`config.mk`:
```
export PLATFORM = sky130hd
export DESIGN_NAME = can_idf_filter
export DESIGN_NICKNAME = d
export VERILOG_FILES = /design/src/can_idf_pkg.sv /design/src/can_idf_filter.sv
export VERILOG_INCLUDE_DIRS = /design/src
export SDC_FILE = /design/constraint.sdc
export NUM_CORES = 1
export LEC_CHECK = 0
export ABC_AREA = 1
export BUFFER_PORTS_ARGS = -buffer_cell sky130_fd_sc_hd__buf_2
export CELL_PAD_IN_SITES_DETAIL_PLACEMENT = 0
export CELL_PAD_IN_SITES_GLOBAL_PLACEMENT = 1
export CORE_ASPECT_RATIO = 0.5
export CORE_MARGIN = 4
export CORE_UTILIZATION = 43
export DETAILED_ROUTE_END_ITERATION = 7
export PLACE_DENSITY = 0.85
export SYNTH_ARGS = -nofsm -noshare
export SYNTH_HDL_FRONTEND = slang
export SYNTH_SLANG_ARGS = --single-unit
```
`constraint.sdc`:
```
create_clock -name clk_i -period 2.89 [get_ports clk_i]
set_input_delay 0.578 -clock clk_i [delete_from_list [all_inputs] [get_ports clk_i]]
set_output_delay 0.578 -clock clk_i [all_outputs]
set_load 0.1 [all_outputs]
```
`src/can_idf_defines.svh`:
```
// constants of the identifier acceptance filter: offsets, fields, reset values
// assumes a 32-bit classic wishbone register bus with byte addresses
//
// Summary of operation
// - code bits compared with identifier byte bits
// - comparison result masked by matching mask register
// - mask bits pick which code bits matter
// - reads anytime; code and mask writes only in init mode
// - two code banks of four, own masks
`ifndef CAN_IDF_DEFINES_SVH
`define CAN_IDF_DEFINES_SVH

// ----------------------------------------------------------------
// register byte offsets
// ----------------------------------------------------------------
`define CAN_IDF_CODE_BASE 8'h00
`define CAN_IDF_MASK_BASE 8'h20
`define CAN_IDF_CTRL_OFS 8'h40
`define CAN_IDF_STAT_OFS 8'h44
`define CAN_IDF_ACC_CNT_OFS 8'h48
`define CAN_IDF_REJ_CNT_OFS 8'h4C

// ----------------------------------------------------------------
// field positions
// ----------------------------------------------------------------
`define CAN_IDF_CTRL_INIT_REQ_BIT 0
`define CAN_IDF_CTRL_INIT_ACK_BIT 1
`define CAN_IDF_STAT_HIT_BIT 0
`define CAN_IDF_STAT_BANK0_BIT 1
`define CAN_IDF_STAT_BANK1_BIT 2
`define CAN_IDF_STAT_VALID_BIT 3

// ----------------------------------------------------------------
// reset values
// ----------------------------------------------------------------
`define CAN_IDF_CODE_RST 8'h00
`define CAN_IDF_MASK_RST 8'h00
`define CAN_IDF_INIT_REQ_RST 1'b1
`define CAN_IDF_CNT_RST 16'h0000

`endif

```
`src/can_idf_pkg.sv`:
```
// types shared by the identifier acceptance filter
// assumes nothing beyond a systemverilog compiler
package can_idf_pkg;

    // four received identifier bytes, byte 3 first, byte 0 in the low bits
    typedef struct packed {
        logic [7:0] id_byte_3;
        logic [7:0] id_byte_2;
        logic [7:0] id_byte_1;
        logic [7:0] id_byte_0;
    } can_idf_ident_t;

    // result of one filter pass
    typedef struct packed {
        logic valid;
        logic bank1_hit;
        logic bank0_hit;
        logic hit;
    } can_idf_result_t;

    // init mode handshake of the bank registers
    typedef enum logic [1:0] {
        CAN_IDF_RUN = 2'b00,
        CAN_IDF_ENTER = 2'b01,
        CAN_IDF_INIT = 2'b10,
        CAN_IDF_LEAVE = 2'b11
    } can_idf_mode_t;

endpackage

```
`src/can_idf_filter.sv`:
```
// identifier acceptance filter with classic wishbone register slave
// assumes identifier bytes come from receive logic on the same clock
//
// Our own choices: the Wishbone slave port and the address map.
`timescale 1ns/1ps

`include "can_idf_defines.svh"

module can_idf_filter #(
    parameter int NUM_CODE = 8,
    parameter int CNT_W = 16
) (
    input wire logic clk_i,
    input wire logic rst_i,
    input wire logic wb_cyc_i,
    input wire logic wb_stb_i,
    input wire logic wb_we_i,
    input wire logic [7:0] wb_adr_i,
    input wire logic [3:0] wb_sel_i,
    input wire logic [31:0] wb_dat_i,
    output logic [31:0] wb_dat_o,
    output logic wb_ack_o,
    input wire logic id_valid_i,
    input wire can_idf_pkg::can_idf_ident_t id_i,
    output can_idf_pkg::can_idf_result_t result_o,
    output logic init_acknowledge_o
);

    // ----------------------------------------------------------------
    // functions
    // ----------------------------------------------------------------

    // one byte: a mask bit of one means don't care
    function automatic logic byte_match(input logic [7:0] code,
                                        input logic [7:0] mask,
                                        input logic [7:0] id_byte);
        logic [7:0] diff;
        diff = code ^ id_byte;
        return ((diff & ~mask) == 8'h00);
    endfunction

    // one bank of four code and mask registers against the identifier
    function automatic logic bank_match(input logic [31:0] codes,
                                        input logic [31:0] masks,
                                        input can_idf_pkg::can_idf_ident_t ident);
        logic ok;
        ok = 1'b1;
        for (int b = 0; b < 4; b++) begin
            ok = ok & byte_match(codes[8*b +: 8], masks[8*b +: 8], ident[8*b +: 8]);
        end
        return ok;
    endfunction

    // ----------------------------------------------------------------
    // declarations
    // ----------------------------------------------------------------
    logic [7:0] code_reg [0:NUM_CODE-1];
    logic [7:0] mask_reg [0:NUM_CODE-1];
    logic init_request_reg;
    can_idf_pkg::can_idf_mode_t mode_reg;
    can_idf_pkg::can_idf_mode_t mode_next;
    logic init_acknowledge_reg;
    can_idf_pkg::can_idf_result_t result_reg;
    logic [CNT_W-1:0] acc_cnt_reg;
    logic [CNT_W-1:0] rej_cnt_reg;
    logic [31:0] dat_reg;
    logic ack_reg;
    logic bus_req;
    logic bus_wr;
    logic bus_wr_lo;
    logic cfg_open;
    logic is_code;
    logic is_mask;
    logic [2:0] reg_idx;
    logic [31:0] bank0_code;
    logic [31:0] bank1_code;
    logic [31:0] bank0_mask;
    logic [31:0] bank1_mask;
    logic hit0;
    logic hit1;
    logic [31:0] rd_next;

    // ----------------------------------------------------------------
    // bus decode
    // ----------------------------------------------------------------
    assign bus_req = wb_cyc_i & wb_stb_i & ~ack_reg;
    assign bus_wr = bus_req & wb_we_i;
    assign bus_wr_lo = bus_wr & wb_sel_i[0];
    assign is_code = (wb_adr_i[7:5] == 3'(`CAN_IDF_CODE_BASE >> 5)) && (wb_adr_i[1:0] == 2'b00);
    assign is_mask = (wb_adr_i[7:5] == 3'(`CAN_IDF_MASK_BASE >> 5)) && (wb_adr_i[1:0] == 2'b00);
    assign reg_idx = wb_adr_i[4:2];

    // both the request and its acknowledge must be set
    assign cfg_open = init_request_reg & init_acknowledge_reg;

    // ----------------------------------------------------------------
    // bank packing
    // ----------------------------------------------------------------
    assign bank0_code = {code_reg[3], code_reg[2], code_reg[1], code_reg[0]};
    assign bank1_code = {code_reg[7], code_reg[6], code_reg[5], code_reg[4]};
    assign bank0_mask = {mask_reg[3], mask_reg[2], mask_reg[1], mask_reg[0]};
    assign bank1_mask = {mask_reg[7], mask_reg[6], mask_reg[5], mask_reg[4]};
    assign hit0 = bank_match(bank0_code, bank0_mask, id_i);
    assign hit1 = bank_match(bank1_code, bank1_mask, id_i);

    // ----------------------------------------------------------------
    // code and mask registers
    // ----------------------------------------------------------------
    always_ff @(posedge clk_i) begin
        if (rst_i) begin
            for (int i = 0; i < NUM_CODE; i++) begin
                code_reg[i] <= `CAN_IDF_CODE_RST;
                mask_reg[i] <= `CAN_IDF_MASK_RST;
            end
        end else if (bus_wr_lo && cfg_open) begin
            if (is_code) begin
                code_reg[reg_idx] <= wb_dat_i[7:0];
            end
            if (is_mask) begin
                mask_reg[reg_idx] <= wb_dat_i[7:0];
            end
        end
    end

    // ----------------------------------------------------------------
    // init request, written by software at any time
    // ----------------------------------------------------------------
    always_ff @(posedge clk_i) begin
        if (rst_i) begin
            init_request_reg <= `CAN_IDF_INIT_REQ_RST;
        end else if (bus_wr_lo && wb_adr_i == `CAN_IDF_CTRL_OFS) begin
            init_request_reg <= wb_dat_i[`CAN_IDF_CTRL_INIT_REQ_BIT];
        end
    end

    // ----------------------------------------------------------------
    // init acknowledge handshake
    // ----------------------------------------------------------------
    // acknowledge rises two cycles after the request is set and falls one cycle
    // after it clears, after any filter pass in flight has been recorded
    always_comb begin
        mode_next = mode_reg;
        unique case (mode_reg)
            can_idf_pkg::CAN_IDF_RUN: begin
                if (init_request_reg) begin
                    mode_next = can_idf_pkg::CAN_IDF_ENTER;
                end
            end
            can_idf_pkg::CAN_IDF_ENTER: begin
                mode_next = init_request_reg ? can_idf_pkg::CAN_IDF_INIT
                                             : can_idf_pkg::CAN_IDF_RUN;
            end
            can_idf_pkg::CAN_IDF_INIT: begin
                if (!init_request_reg) begin
                    mode_next = can_idf_pkg::CAN_IDF_LEAVE;
                end
            end
            can_idf_pkg::CAN_IDF_LEAVE: begin
                mode_next = init_request_reg ? can_idf_pkg::CAN_IDF_INIT
                                             : can_idf_pkg::CAN_IDF_RUN;
            end
        endcase
    end

    always_ff @(posedge clk_i) begin
        if (rst_i) begin
            mode_reg <= can_idf_pkg::CAN_IDF_INIT;
        end else begin
            mode_reg <= mode_next;
        end
    end

    always_ff @(posedge clk_i) begin
        if (rst_i) begin
            init_acknowledge_reg <= 1'b1;
        end else begin
            init_acknowledge_reg <= (mode_next == can_idf_pkg::CAN_IDF_INIT);
        end
    end

    // ----------------------------------------------------------------
    // filter pass
    // ----------------------------------------------------------------
    // identifiers offered while in init mode are not filtered: the
    // tables may be half written
    always_ff @(posedge clk_i) begin
        if (rst_i) begin
            result_reg <= '0;
        end else if (id_valid_i && !init_acknowledge_reg) begin
            result_reg.valid <= 1'b1;
            result_reg.bank0_hit <= hit0;
            result_reg.bank1_hit <= hit1;
            result_reg.hit <= hit0 | hit1;
        end else begin
            result_reg.valid <= 1'b0;
        end
    end

    // ----------------------------------------------------------------
    // accept and reject counters, cleared by a write to them unless a count lands in the same cycle
    // ----------------------------------------------------------------
    always_ff @(posedge clk_i) begin
        if (rst_i) begin
            acc_cnt_reg <= CNT_W'(`CAN_IDF_CNT_RST);
        end else if (result_reg.valid && result_reg.hit) begin
            acc_cnt_reg <= acc_cnt_reg + CNT_W'(1);
        end else if (bus_wr && wb_adr_i == `CAN_IDF_ACC_CNT_OFS) begin
            acc_cnt_reg <= CNT_W'(`CAN_IDF_CNT_RST);
        end
    end

    always_ff @(posedge clk_i) begin
        if (rst_i) begin
            rej_cnt_reg <= CNT_W'(`CAN_IDF_CNT_RST);
        end else if (result_reg.valid && !result_reg.hit) begin
            rej_cnt_reg <= rej_cnt_reg + CNT_W'(1);
        end else if (bus_wr && wb_adr_i == `CAN_IDF_REJ_CNT_OFS) begin
            rej_cnt_reg <= CNT_W'(`CAN_IDF_CNT_RST);
        end
    end

    // ----------------------------------------------------------------
    // read mux, readable at any time
    // ----------------------------------------------------------------
    always_comb begin
        rd_next = 32'h0000_0000;
        if (is_code) begin
            rd_next[7:0] = code_reg[reg_idx];
        end else if (is_mask) begin
            rd_next[7:0] = mask_reg[reg_idx];
        end else begin
            unique case (wb_adr_i)
                `CAN_IDF_CTRL_OFS: begin
                    rd_next[`CAN_IDF_CTRL_INIT_REQ_BIT] = init_request_reg;
                    rd_next[`CAN_IDF_CTRL_INIT_ACK_BIT] = init_acknowledge_reg;
                end
                `CAN_IDF_STAT_OFS: begin
                    rd_next[`CAN_IDF_STAT_HIT_BIT] = result_reg.hit;
                    rd_next[`CAN_IDF_STAT_BANK0_BIT] = result_reg.bank0_hit;
                    rd_next[`CAN_IDF_STAT_BANK1_BIT] = result_reg.bank1_hit;
                    rd_next[`CAN_IDF_STAT_VALID_BIT] = result_reg.valid;
                end
                `CAN_IDF_ACC_CNT_OFS: begin
                    rd_next[CNT_W-1:0] = acc_cnt_reg;
                end
                `CAN_IDF_REJ_CNT_OFS: begin
                    rd_next[CNT_W-1:0] = rej_cnt_reg;
                end
                default: begin
                    rd_next = 32'h0000_0000;
                end
            endcase
        end
    end

    // ----------------------------------------------------------------
    // wishbone answer: one cycle after the strobe, every address
    // ----------------------------------------------------------------
    always_ff @(posedge clk_i) begin
        if (rst_i) begin
            ack_reg <= 1'b0;
        end else begin
            ack_reg <= bus_req;
        end
    end

    always_ff @(posedge clk_i) begin
        if (rst_i) begin
            dat_reg <= 32'h0000_0000;
        end else if (bus_req && !wb_we_i) begin
            dat_reg <= rd_next;
        end
    end

    // ----------------------------------------------------------------
    // outputs
    // ----------------------------------------------------------------
    assign wb_ack_o = ack_reg;
    assign wb_dat_o = dat_reg;
    assign result_o = result_reg;
    assign init_acknowledge_o = init_acknowledge_reg;

endmodule

```
==> flow_summary_export.csv, run 1 <==
group,metric,value,unit
synth,synth.cell_area,0.00988,mm^2
synth,ys_warn_count,0,
final_layout,final_cells,1710,
worst_setup_path,crit_arrival,2300,ps
cts,cts_tree,"built",
final_layout,num_antenna_cells,0,
cts,hold_buffers,0,
placement,dp_cells,1679,
cts,insertion_delay,450,ps
route,firstDrtPassIters,5,
synth,synthCells,1294,
hold_path,whs_path_depth,2,
timing,final-hold-violation-count,0,
cts,cts_sinks,185,
synth,seq_area_frac_synth,50.5,%
floorplan,die_w,222,um
timing,relSlewSlack,39.2,%
worst_setup_path,slowest_stage,"dfxtp_1",
global_routing,grt_overflow_total,0,
global_routing,grt_max_degree,37,
timing,worst_pin_slew,912,ps
route,drt-initial-drc-count,1090,
floorplan,die_h,115,um
timing,fin_crit_sh,75.3,%
cts,cts-resized-gates,0,
power_and_ir_drop,swShare,27.7,%
cts,cts-htree-levels,4,
cts,cts_max_path_buffers,2,
worst_setup_path,cp-end-kind,"register",
final_layout,fin_nets,1482,
floorplan,io_pins,120,
route,ant_nets,0,
status,status,"finished, final reports clean",
timing,rsz0062_at_grt,"false",
cts,post_cts_buffers,0,
power_and_ir_drop,leakagePower,4.83,nW
hold_path,worst_hold_path_type,"register to register",
timing,slew_violations,0,
worst_setup_path,crit_family,"simple AND/OR/NAND/NOR gates",
power_and_ir_drop,p_clk_share,37.2,%
synth,ys_types,33,
synth,synth_seq_cells,185,
route,wl_per_cell,19.5,um
worst_setup_path,cpPeakStageDelay,310,ps
final_layout,area_growth,14.9,%
placement,placed_area,0.0108,mm^2
worst_setup_path,crit_chain,"nor2_1 -> inv_1 -> nor2_2 -> inv_1 -> nor2_2 -> nand4_1 -> nor3_4 -> buf_4 -> nand2_2 -> nand2_1",
worst_setup_path,r2r_cells,10,
placement,gp_congestion,0.944,
timing,finClkSkew,10.1,ps
final_layout,final_area,0.0114,mm^2
timing,setup_tns,0,ps
power_and_ir_drop,p_total,5.72,mW
floorplan,start_util,44.7,%
cts,clock-root-buffer,"clkbuf_16",
global_routing,grt_pass1_wl,49400,um
timing,setup-violations-final,0,
synth,syn_avg_cell_area,7.63,um^2
floorplan,die-area,0.0256,mm^2
global_routing,grt_pass1_vias,8639,
floorplan,core_area,0.0221,mm^2
route,vias,9173,
worst_setup_path,cp.depth,10,
power_and_ir_drop,powerDensity,503,mW/mm^2
timing,fmax,460,MHz
worst_setup_path,path_max_fanout,8,
power_and_ir_drop,switchingPower,1.58,mW
power_and_ir_drop,power_frac_comb,11.1,%
worst_setup_path,cp.required,3020,ps
power_and_ir_drop,p_int,4.13,mW
final_layout,drive_gt1_share,12.8,%
placement,port_buffers,76,
placement,place_hpwl,25000,um
power_and_ir_drop,power.share.sequential,51.7,%
worst_setup_path,crit_type,"register to register",
final_layout,n_fill_cell,2214,
timing,fin_crit,2180,ps
worst_setup_path,worst-path-buf-inv,3,
power_and_ir_drop,ir_worst_vdd,298,uV
route,wl,33300,um
job,maxCapViolCount,0,
route,vias_per_cell,5.36,
cts,path_clk_slew,70,ps
cts,cts_buffers,17,
floorplan,num_rows,38,
worst_setup_path,crit_path_start_kind,"register",
global_routing,grt_usage,26.0,%
route,drc,0,
global_routing,grt_antenna_before_repair,2,
==> cell usage in the layout (no fill, tap or decap), drive strengths merged, types with 10 or more instances in the layout <==
master / netlist / final
inv: 148 / 149
buf: 18 / 122
nand2: 376 / 376
nor3: 11 / 11
a21oi: 54 / 54
dfxtp: 57 / 57
a22oi: 14 / 14
conb: 1 / 16
nor2: 245 / 245
o21ai: 47 / 47
or2: 10 / 10
nand3b: 27 / 27
nand4: 23 / 23
clkbuf: 34 / 19
nand3: 59 / 59
edfxtp: 128 / 128
==> power groups by stage <==
stage / Clock, mW / Sequential [mW] / Combinational [mW]
6_report: 2.13 / 2.95 / 0.634
5_1_grt: 2.25 / 2.96 / 0.680
4_1_cts: 2.15 / 2.95 / 0.622
3_5_place_dp: 0 / 3.01 / 0.620
3_3_place_gp: 0 / 3.01 / 0.612
2_1_floorplan: 0 / 3.02 / 0.377
==> stage by stage <==
stage | hold slack, ps | worst slack (ps) | util [%]
2_1_floorplan | 433 | 371 | -
3_3_place_gp | 447 | 385 | 49.0
3_5_place_dp | 455 | 327 | 49.0
4_1_cts | 465 | 691 | 51.4
5_1_grt | 478 | 506 | 51.4
6_report | 463 | 714 | 51.4
==> metal layers <==
layer	global-route usage, %	part of all wire (%)	up-vias
li1	-	-	4379
met1	35.3	42	4318
met2	41.6	44	426
met3	6.84	12	46
met4	7.76	1.9	4
met5	0	0.10	-
==> kinds of logic after synthesis <==
kind of cell    share of synthesized area (%)
fa+ha+maj                               0.253
flops                                    50.5
buf+inv                                  8.38
compound gates                           8.70
xor+xnor                                0.177
simple gates                             32.0
other cells                            0.0380
==> cells in the mapped netlist (all sizes together) <==
| cell type | instances | area, um^2 |
|---|---|---|
| xnor2 | 1 | 8.76 |
| o211ai | 9 | 67.6 |
| nor2 | 245 | 927 |
| dfxtp | 57 | 1140 |
| o21bai | 1 | 7.51 |
| a31oi | 2 | 12.5 |
| a211oi | 5 | 37.5 |
| clkbuf | 34 | 128 |
| ha | 2 | 25.0 |
| conb | 1 | 3.75 |
| buf | 18 | 130 |
| nor3 | 11 | 77.6 |
| o21ai | 47 | 235 |
| inv | 148 | 556 |
| nand4 | 23 | 144 |
| nand3 | 59 | 295 |
| clkinv | 4 | 15.0 |
| edfxtp | 128 | 3840 |
| nand2 | 376 | 1450 |
| a22oi | 14 | 105 |
| a21boi | 1 | 7.51 |
| xor2 | 1 | 8.76 |
| a221oi | 1 | 8.76 |
| nand3b | 27 | 203 |
| o31ai | 1 | 7.51 |
| or2 | 10 | 62.6 |
| o2111ai | 5 | 43.8 |
| a21oi | 54 | 270 |
| o22ai | 9 | 56.3 |
==> tightest hold or removal path, delay by kind of cell, from the launching register on <==
family,cells,cell delay (ps)
AOI/OAI and AO/OA,1,50
DFF,1,310
and+or+nand+nor,1,60
==> path summary, 6_finish.rpt <==
path	from	to	slack, ps
max reg2reg	wb_ack_o$_SDFF_PP0_	code_reg[1][6]$_SDFFCE_PN0P_	710
min reg2reg	wb_dat_o[12]$_SDFFE_PP0P_	wb_dat_o[12]$_SDFFE_PP0P_	460
min	wb_dat_o[12]$_SDFFE_PP0P_	wb_dat_o[12]$_SDFFE_PP0P_	460
max	wb_ack_o$_SDFF_PP0_	code_reg[1][6]$_SDFFCE_PN0P_	710
==> layout make-up <==
class / count / area, um^2 / area share (%)
Clock buffer: 19 / 433 / 3.81
Clock inverter: 12 / 78.8 / 0.694
Inverter: 152 / 571 / 5.02
Multi-Input combinational cell: 920 / 4130 / 36.3
Sequential cell: 185 / 4980 / 43.9
Tap cell: 300 / 375 / 3.31
Timing Repair Buffer: 122 / 788 / 6.94
No activity file was read; power rests on OpenSTA's default activity.
==> inputs of run 2 (changes only) <==
- ABC_AREA: 1 -> 0
- CORE_UTILIZATION: 43 -> 42
- PLACE_DENSITY: 0.85 -> 0.81
- clock period: 2.89 -> 1.77 ns (I/O delays scaled with it)
==> flow_summary_export.csv, run 2 <==
group,metric,value,unit
timing,rsz0062_at_grt,"true",
timing,slew_violations,0,
timing,finClkSkew,8.68,ps
floorplan,die_w,223,um
timing,relSlewSlack,57.4,%
floorplan,num_rows,38,
power_and_ir_drop,ir_worst_vdd,610,uV
final_layout,num_antenna_cells,0,
worst_setup_path,ff2ff_setup_slack,-210,ps
timing,fin_crit,1980,ps
hold_path,min_from,"wb_stb_i",
synth,syn_avg_cell_area,11.7,um^2
global_routing,grt_max_degree,42,
timing,final-hold-violation-count,0,
worst_setup_path,crit_path_start_kind,"register",
route,vias,7551,
status,violations,"negative setup slack",
timing,fin_crit_sh,112,%
synth,yosysTopAreaCellShare,39.8,%
synth,ys_types,53,
worst_setup_path,crit_family,"simple AND/OR/NAND/NOR gates",
synth,synth_seq_cells,185,
cts,cts_sinks,185,
worst_setup_path,slowest_stage,"or4_4",
synth,synth-edff-count,128,
global_routing,grt_pass1_wl,46900,um
placement,place_hpwl,24400,um
cts,insertion_delay,450,ps
timing,setup_tns,-646,ps
hold_path,worst_hold_path_type,"primary input to register",
job,maxCapViolCount,0,
cts,cts_max_path_buffers,2,
final_layout,drive_gt1_share,36.5,%
floorplan,io_pins,120,
final_layout,mostFrequentLayoutCells,"and2_1 (136), edfxtp_1 (128), buf_4 (110), buf_2 (76), nor2_1 (55)",
final_layout,final_common_cell,"and2_1",
cts,cts_buffers,17,
floorplan,die-area,0.0257,mm^2
synth,seq_area_frac_synth,51.6,%
global_routing,grt_antenna_before_repair,1,
final_layout,post-route-util,56.9,%
power_and_ir_drop,leakagePower,4.77,nW
timing,setup_ws,-209,ps
placement,gp_congestion,1.00,
global_routing,grt_pass1_vias,7469,
route,drt-initial-drc-count,786,
timing,fmax,505,MHz
placement,port_buffers,76,
cts,cts-htree-levels,4,
synth,synth_ff_type,"edfxtp_1",
route,wl_per_cell,23.8,um
power_and_ir_drop,powerDensity,781,mW/mm^2
floorplan,start_util,43.6,%
route,ant_nets,0,
worst_setup_path,startpoint,"code_reg[7][3]$_SDFFCE_PN0P_",
status,status,"finished, violations left",
cts,path_clk_slew,70,ps
synth,synth.cell_area,0.00967,mm^2
synth,netlist_top_cells_count,"and2_1 (136), edfxtp_1 (128), xnor2_1 (68)",
worst_setup_path,cpPeakStageDelay,560,ps
worst_setup_path,r2r_start,"code_reg[7][3]$_SDFFCE_PN0P_",
worst_setup_path,crit_type,"register to register",
timing,worst_pin_slew,639,ps
route,wl,31700,um
synth,synth.most_common_cell,"and2_1",
timing,setup-violations-final,7,
worst_setup_path,crit_arrival,2370,ps
final_layout,area_growth,30.4,%
global_routing,grt_overflow_total,0,
synth,synthArstFlopShare,0,%
synth,synthCells,826,
route,drc,0,
worst_setup_path,worst-path-buf-inv,1,
timing,timing.hold.ws,182,ps
cts,clock-root-buffer,"clkbuf_16",
worst_setup_path,cp-end-kind,"register",
synth,ys_warn_count,0,
synth,synth.area.top_cells,"edfxtp_1 (40%), dfxtp_1 (12%), and2_1 (8.8%)",
route,firstDrtPassIters,5,
cts,cts_tree,"built",
floorplan,die_h,115,um
worst_setup_path,crit_chain,"xnor2_1 -> o22ai_1 -> or4_4 -> nor4_4 -> buf_4 -> o31a_1",
route,vias_per_cell,5.69,
worst_setup_path,path_max_fanout,2,
cts,hold_buffers,0,
synth,synth_top_cell_by_area,"edfxtp_1",
final_layout,fin_nets,1099,
global_routing,grt_usage,24.8,%
worst_setup_path,cp.required,2160,ps
floorplan,core_area,0.0222,mm^2
==> run 2: cell count changes after synthesis, sizes merged, moves of 34 or more <==
cell   before  now
nand2     376   27
nor2      245   70
inv       148    5
and2        0  136
xnor2       1   68
nand3      59   16
mux4        0   34
==> run 2: what timing repair did <==
item | in CTS | in global routing
resized for setup | 44 | 37
buffers inserted | 10 | 9
endpoints found under the setup margin | 158 | 183
pin swaps | 37 | 25
==> run 2: path summary, 6_finish.rpt <==
check | end | cells after the start
worst max-delay path | result_o[0]$_SDFFE_PP0P_ | 6
worst min-delay path | wb_ack_o$_SDFF_PP0_ | 3
worst max register to register | result_o[0]$_SDFFE_PP0P_ | 6
worst min register to register | mode_reg[0]$_SDFF_PP0_ | 1
==> run 2: layer usage <==
layer  GRT usage, %  part of all wire, %
met1           33.9                   42
met2           39.8                   46
met3           5.41                  8.8
met4           8.49                  2.8
met5              0                    0
==> run 2: area by class of cell <==
class,count,area (um^2)
multi-input cells,595,5010
inverters,6,23.8
clock inverters,14,130
well taps,300,375
fillers,1846,9560
clock buffers,18,429
repair buffers,210,1630
flip-flops and latches,185,5000
==> run 2: worst reg2reg max path: cells and delay by family, from the launching register on <==
kind / cells / cell delay, ps
AND/OR/NAND/NOR: 2 / 870
flip-flops: 1 / 480
XOR/XNOR: 1 / 220
AO/OA/AOI/OAI: 2 / 200
buffers and inverters: 1 / 160
==> run 2: report_power, final <==
part           total [mW]  internal, mW  leakage (nW)  switching, mW
combinational        1.30         0.530          2.71          0.771
sequential           4.82          4.71          1.78          0.112
clock                3.72          1.86         0.274           1.86
total                9.84          7.10          4.77           2.74
==> run 2: metrics by stage <==
stage,power (mW),cells,worst slack (ps),area (um^2)
2_1_floorplan,5.60,841,-127,10000
3_3_place_gp,6.05,1278,-433,11400
3_5_place_dp,6.06,1278,-465,11400
4_1_cts,9.80,1320,-148,12300
5_1_grt,10.1,1328,-249,12600
6_report,9.84,1328,-209,12600
==> run 2: cells by family (layout without fill, tap and decap cells) <==
logic type	Yosys count	after routing	synth area share, %
AND/OR/NAND/NOR	311	311	18.0
multiplexers	55	55	10.7
adder cells (fa/ha/maj)	2	2	0.259
buffers and inverters	61	248	3.77
XOR/XNOR	72	72	6.52
flip-flops	185	185	51.6
other	1	16	0.0388
AO/OA/AOI/OAI	139	139	9.09
==> inputs of run 3 (changes only) <==
- CORE_ASPECT_RATIO: 0.5 -> 0.7
- REMOVE_ABC_BUFFERS: not set -> 1
==> flow_summary_export.csv, run 3 (same netlist as run 2, synthesis figures left out) <==
group,metric,value,unit
status,status,"finished, violations left",
status,violations,"negative setup slack",
cts,cts_max_path_buffers,2,
final_layout,fin_nets,1097,
timing,fmax,525,MHz
final_layout,mostFrequentLayoutCells,"and2_1 (136), edfxtp_1 (128), buf_4 (123), buf_2 (74), nor2_1 (56)",
power_and_ir_drop,power_frac_comb,12.4,%
placement,dp_cells,1299,
global_routing,grt_antenna_before_repair,0,
job,maxCapViolCount,0,
timing,slew_violations,0,
worst_setup_path,r2r_end,"result_o[0]$_SDFFE_PP0P_",
placement,gp_congestion,1.01,
timing,fin_crit,1910,ps
worst_setup_path,r2r_cells,6,
worst_setup_path,cpPeakStageDelay,530,ps
route,ant_nets,0,
timing,finClkSkew,16.0,ps
cts,cts_tree,"built",
power_and_ir_drop,p_clk_share,38.1,%
cts,cts_buffers,17,
floorplan,num_rows,46,
worst_setup_path,crit_type,"register to register",
final_layout,final_cells,1338,
floorplan,die_h,135,um
power_and_ir_drop,p_int,7.10,mW
global_routing,grt_pass1_wl,44700,um
hold_path,whs_path_depth,3,
hold_path,worst_hold_path_type,"primary input to register",
placement,place_hpwl,23400,um
cts,cts-htree-levels,4,
route,vias,7593,
final_layout,post-route-util,54.0,%
hold_path,min_from,"wb_stb_i",
worst_setup_path,crit_path_start_kind,"register",
route,wl,30400,um
cts,insertion_delay,450,ps
power_and_ir_drop,swShare,27.3,%
power_and_ir_drop,ir_worst_vdd,737,uV
hold_path,holdPathEnd,"wb_ack_o$_SDFF_PP0_",
power_and_ir_drop,power.share.sequential,49.5,%
route,firstDrtPassIters,5,
timing,setup_ws,-136,ps
global_routing,grt_usage,23.8,%
worst_setup_path,crit_arrival,2290,ps
global_routing,grt_overflow_total,0,
cts,path_clk_slew,70,ps
route,vias_per_cell,5.67,
final_layout,n_fill_cell,1949,
global_routing,grt_pass1_vias,7054,
cts,cts_sinks,185,
final_layout,area_growth,26.3,%
floorplan,core_area,0.0226,mm^2
final_layout,final_common_cell,"and2_1",
final_layout,drive_gt1_share,34.7,%
final_layout,seqCellArea,0.00499,mm^2
power_and_ir_drop,powerDensity,800,mW/mm^2
worst_setup_path,ff2ff_setup_slack,-140,ps
route,wl_per_cell,22.7,um
worst_setup_path,slowest_stage,"or4_4",
worst_setup_path,cp.required,2160,ps
worst_setup_path,cp-end-kind,"register",
worst_setup_path,crit_chain,"xnor2_1 -> o22ai_1 -> or4_4 -> nor4_4 -> buf_4 -> o31a_1",
final_layout,num_antenna_cells,0,
floorplan,io_pins,120,
timing,setup-violations-final,15,
timing,rsz0062_at_grt,"true",
worst_setup_path,path_max_fanout,2,
worst_setup_path,r2r_start,"code_reg[0][2]$_SDFFCE_PN0P_",
floorplan,die-area,0.0255,mm^2
final_layout,multi_input_area,0.00479,mm^2
route,drt-initial-drc-count,892,
timing,fin_crit_sh,108,%
global_routing,grt_max_degree,42,
floorplan,start_util,42.7,%
power_and_ir_drop,leakagePower,4.62,nW
cts,clock-root-buffer,"clkbuf_16",
route,drc,0,
power_and_ir_drop,p_total,9.77,mW
placement,port_buffers,76,
timing,setup_tns,-607,ps
floorplan,die_w,189,um
timing,final-hold-violation-count,0,
power_and_ir_drop,switchingPower,2.67,mW
cts,hold_buffers,0,
==> run 3: critical path, delay by kind of cell (launching register included) <==
family                    cells  cell delay [ps]
DFF                           1              450
AOI/OAI and AO/OA             2              200
and+or+nand+nor               2              830
xor gates and xnor gates      1              200
buffers and inverters         1              160
==> run 3: power groups by stage <==
stage                     Combinational, mW  Sequential (mW)  Clock, mW
after detailed placement               1.08             4.92          0
after floorplan                       0.540             4.90          0
after global routing                   1.26             4.84       3.93
after CTS                              1.15             4.83       3.77
after global placement                 1.08             4.92          0
final                                  1.21             4.84       3.72
==> run 3: layer usage <==
layer	part of all wire (%)	vias up	track usage [%]
li1	-	3399	-
met2	39	482	31.8
met4	1.9	0	5.30
met5	0	-	0
met1	45	3669	36.9
met3	14	43	8.32
==> run 3: worst max path at each step <==
stage                                         to  cells past startpoint  slack, ps                     startpoint
floorplan           code_reg[1][0]$_SDFFCE_PN0P_                      4       -860  init_acknowledge_o$_SDFF_PP1_
global placement        wb_dat_o[3]$_SDFFE_PP0P_                      9       -460                    wb_adr_i[2]
detailed placement      wb_dat_o[5]$_SDFFE_PP0P_                      8       -430                    wb_adr_i[2]
CTS                     result_o[0]$_SDFFE_PP0P_                      7        -90   code_reg[3][5]$_SDFFCE_PN0P_
global route            result_o[0]$_SDFFE_PP0P_                      7       -240   code_reg[5][4]$_SDFFCE_PN0P_
finish                  result_o[0]$_SDFFE_PP0P_                      6       -140   code_reg[0][2]$_SDFFCE_PN0P_
==> run 3: final cells by class <==
cell class | count | share of cell area, %
clock buffers | 18 | 3.60
clock inverters | 14 | 1.09
inverters | 6 | 0.184
multi-input cells | 595 | 39.2
flip-flops and latches | 185 | 40.8
well taps | 312 | 3.20
repair buffers | 208 | 11.9
==> run 3: per-stage QoR <==
stage / instance area [um^2] / hold WS, ps / worst slack, ps
3_3_place_gp: 11200 / 440 / -462
3_5_place_dp: 11200 / 454 / -434
6_report: 12200 / 216 / -136
2_1_floorplan: 9380 / 423 / -864
4_1_cts: 12000 / 186 / -92.5
5_1_grt: 12200 / 221 / -244
==> run 3: timing repair <==
action                                  in CTS  in global routing
pin swaps                                   34                 24
gates resized for setup                     45                 55
endpoints found under the setup margin     160                235
buffers inserted                             4                  4
hold endpoints to repair                     0                  0
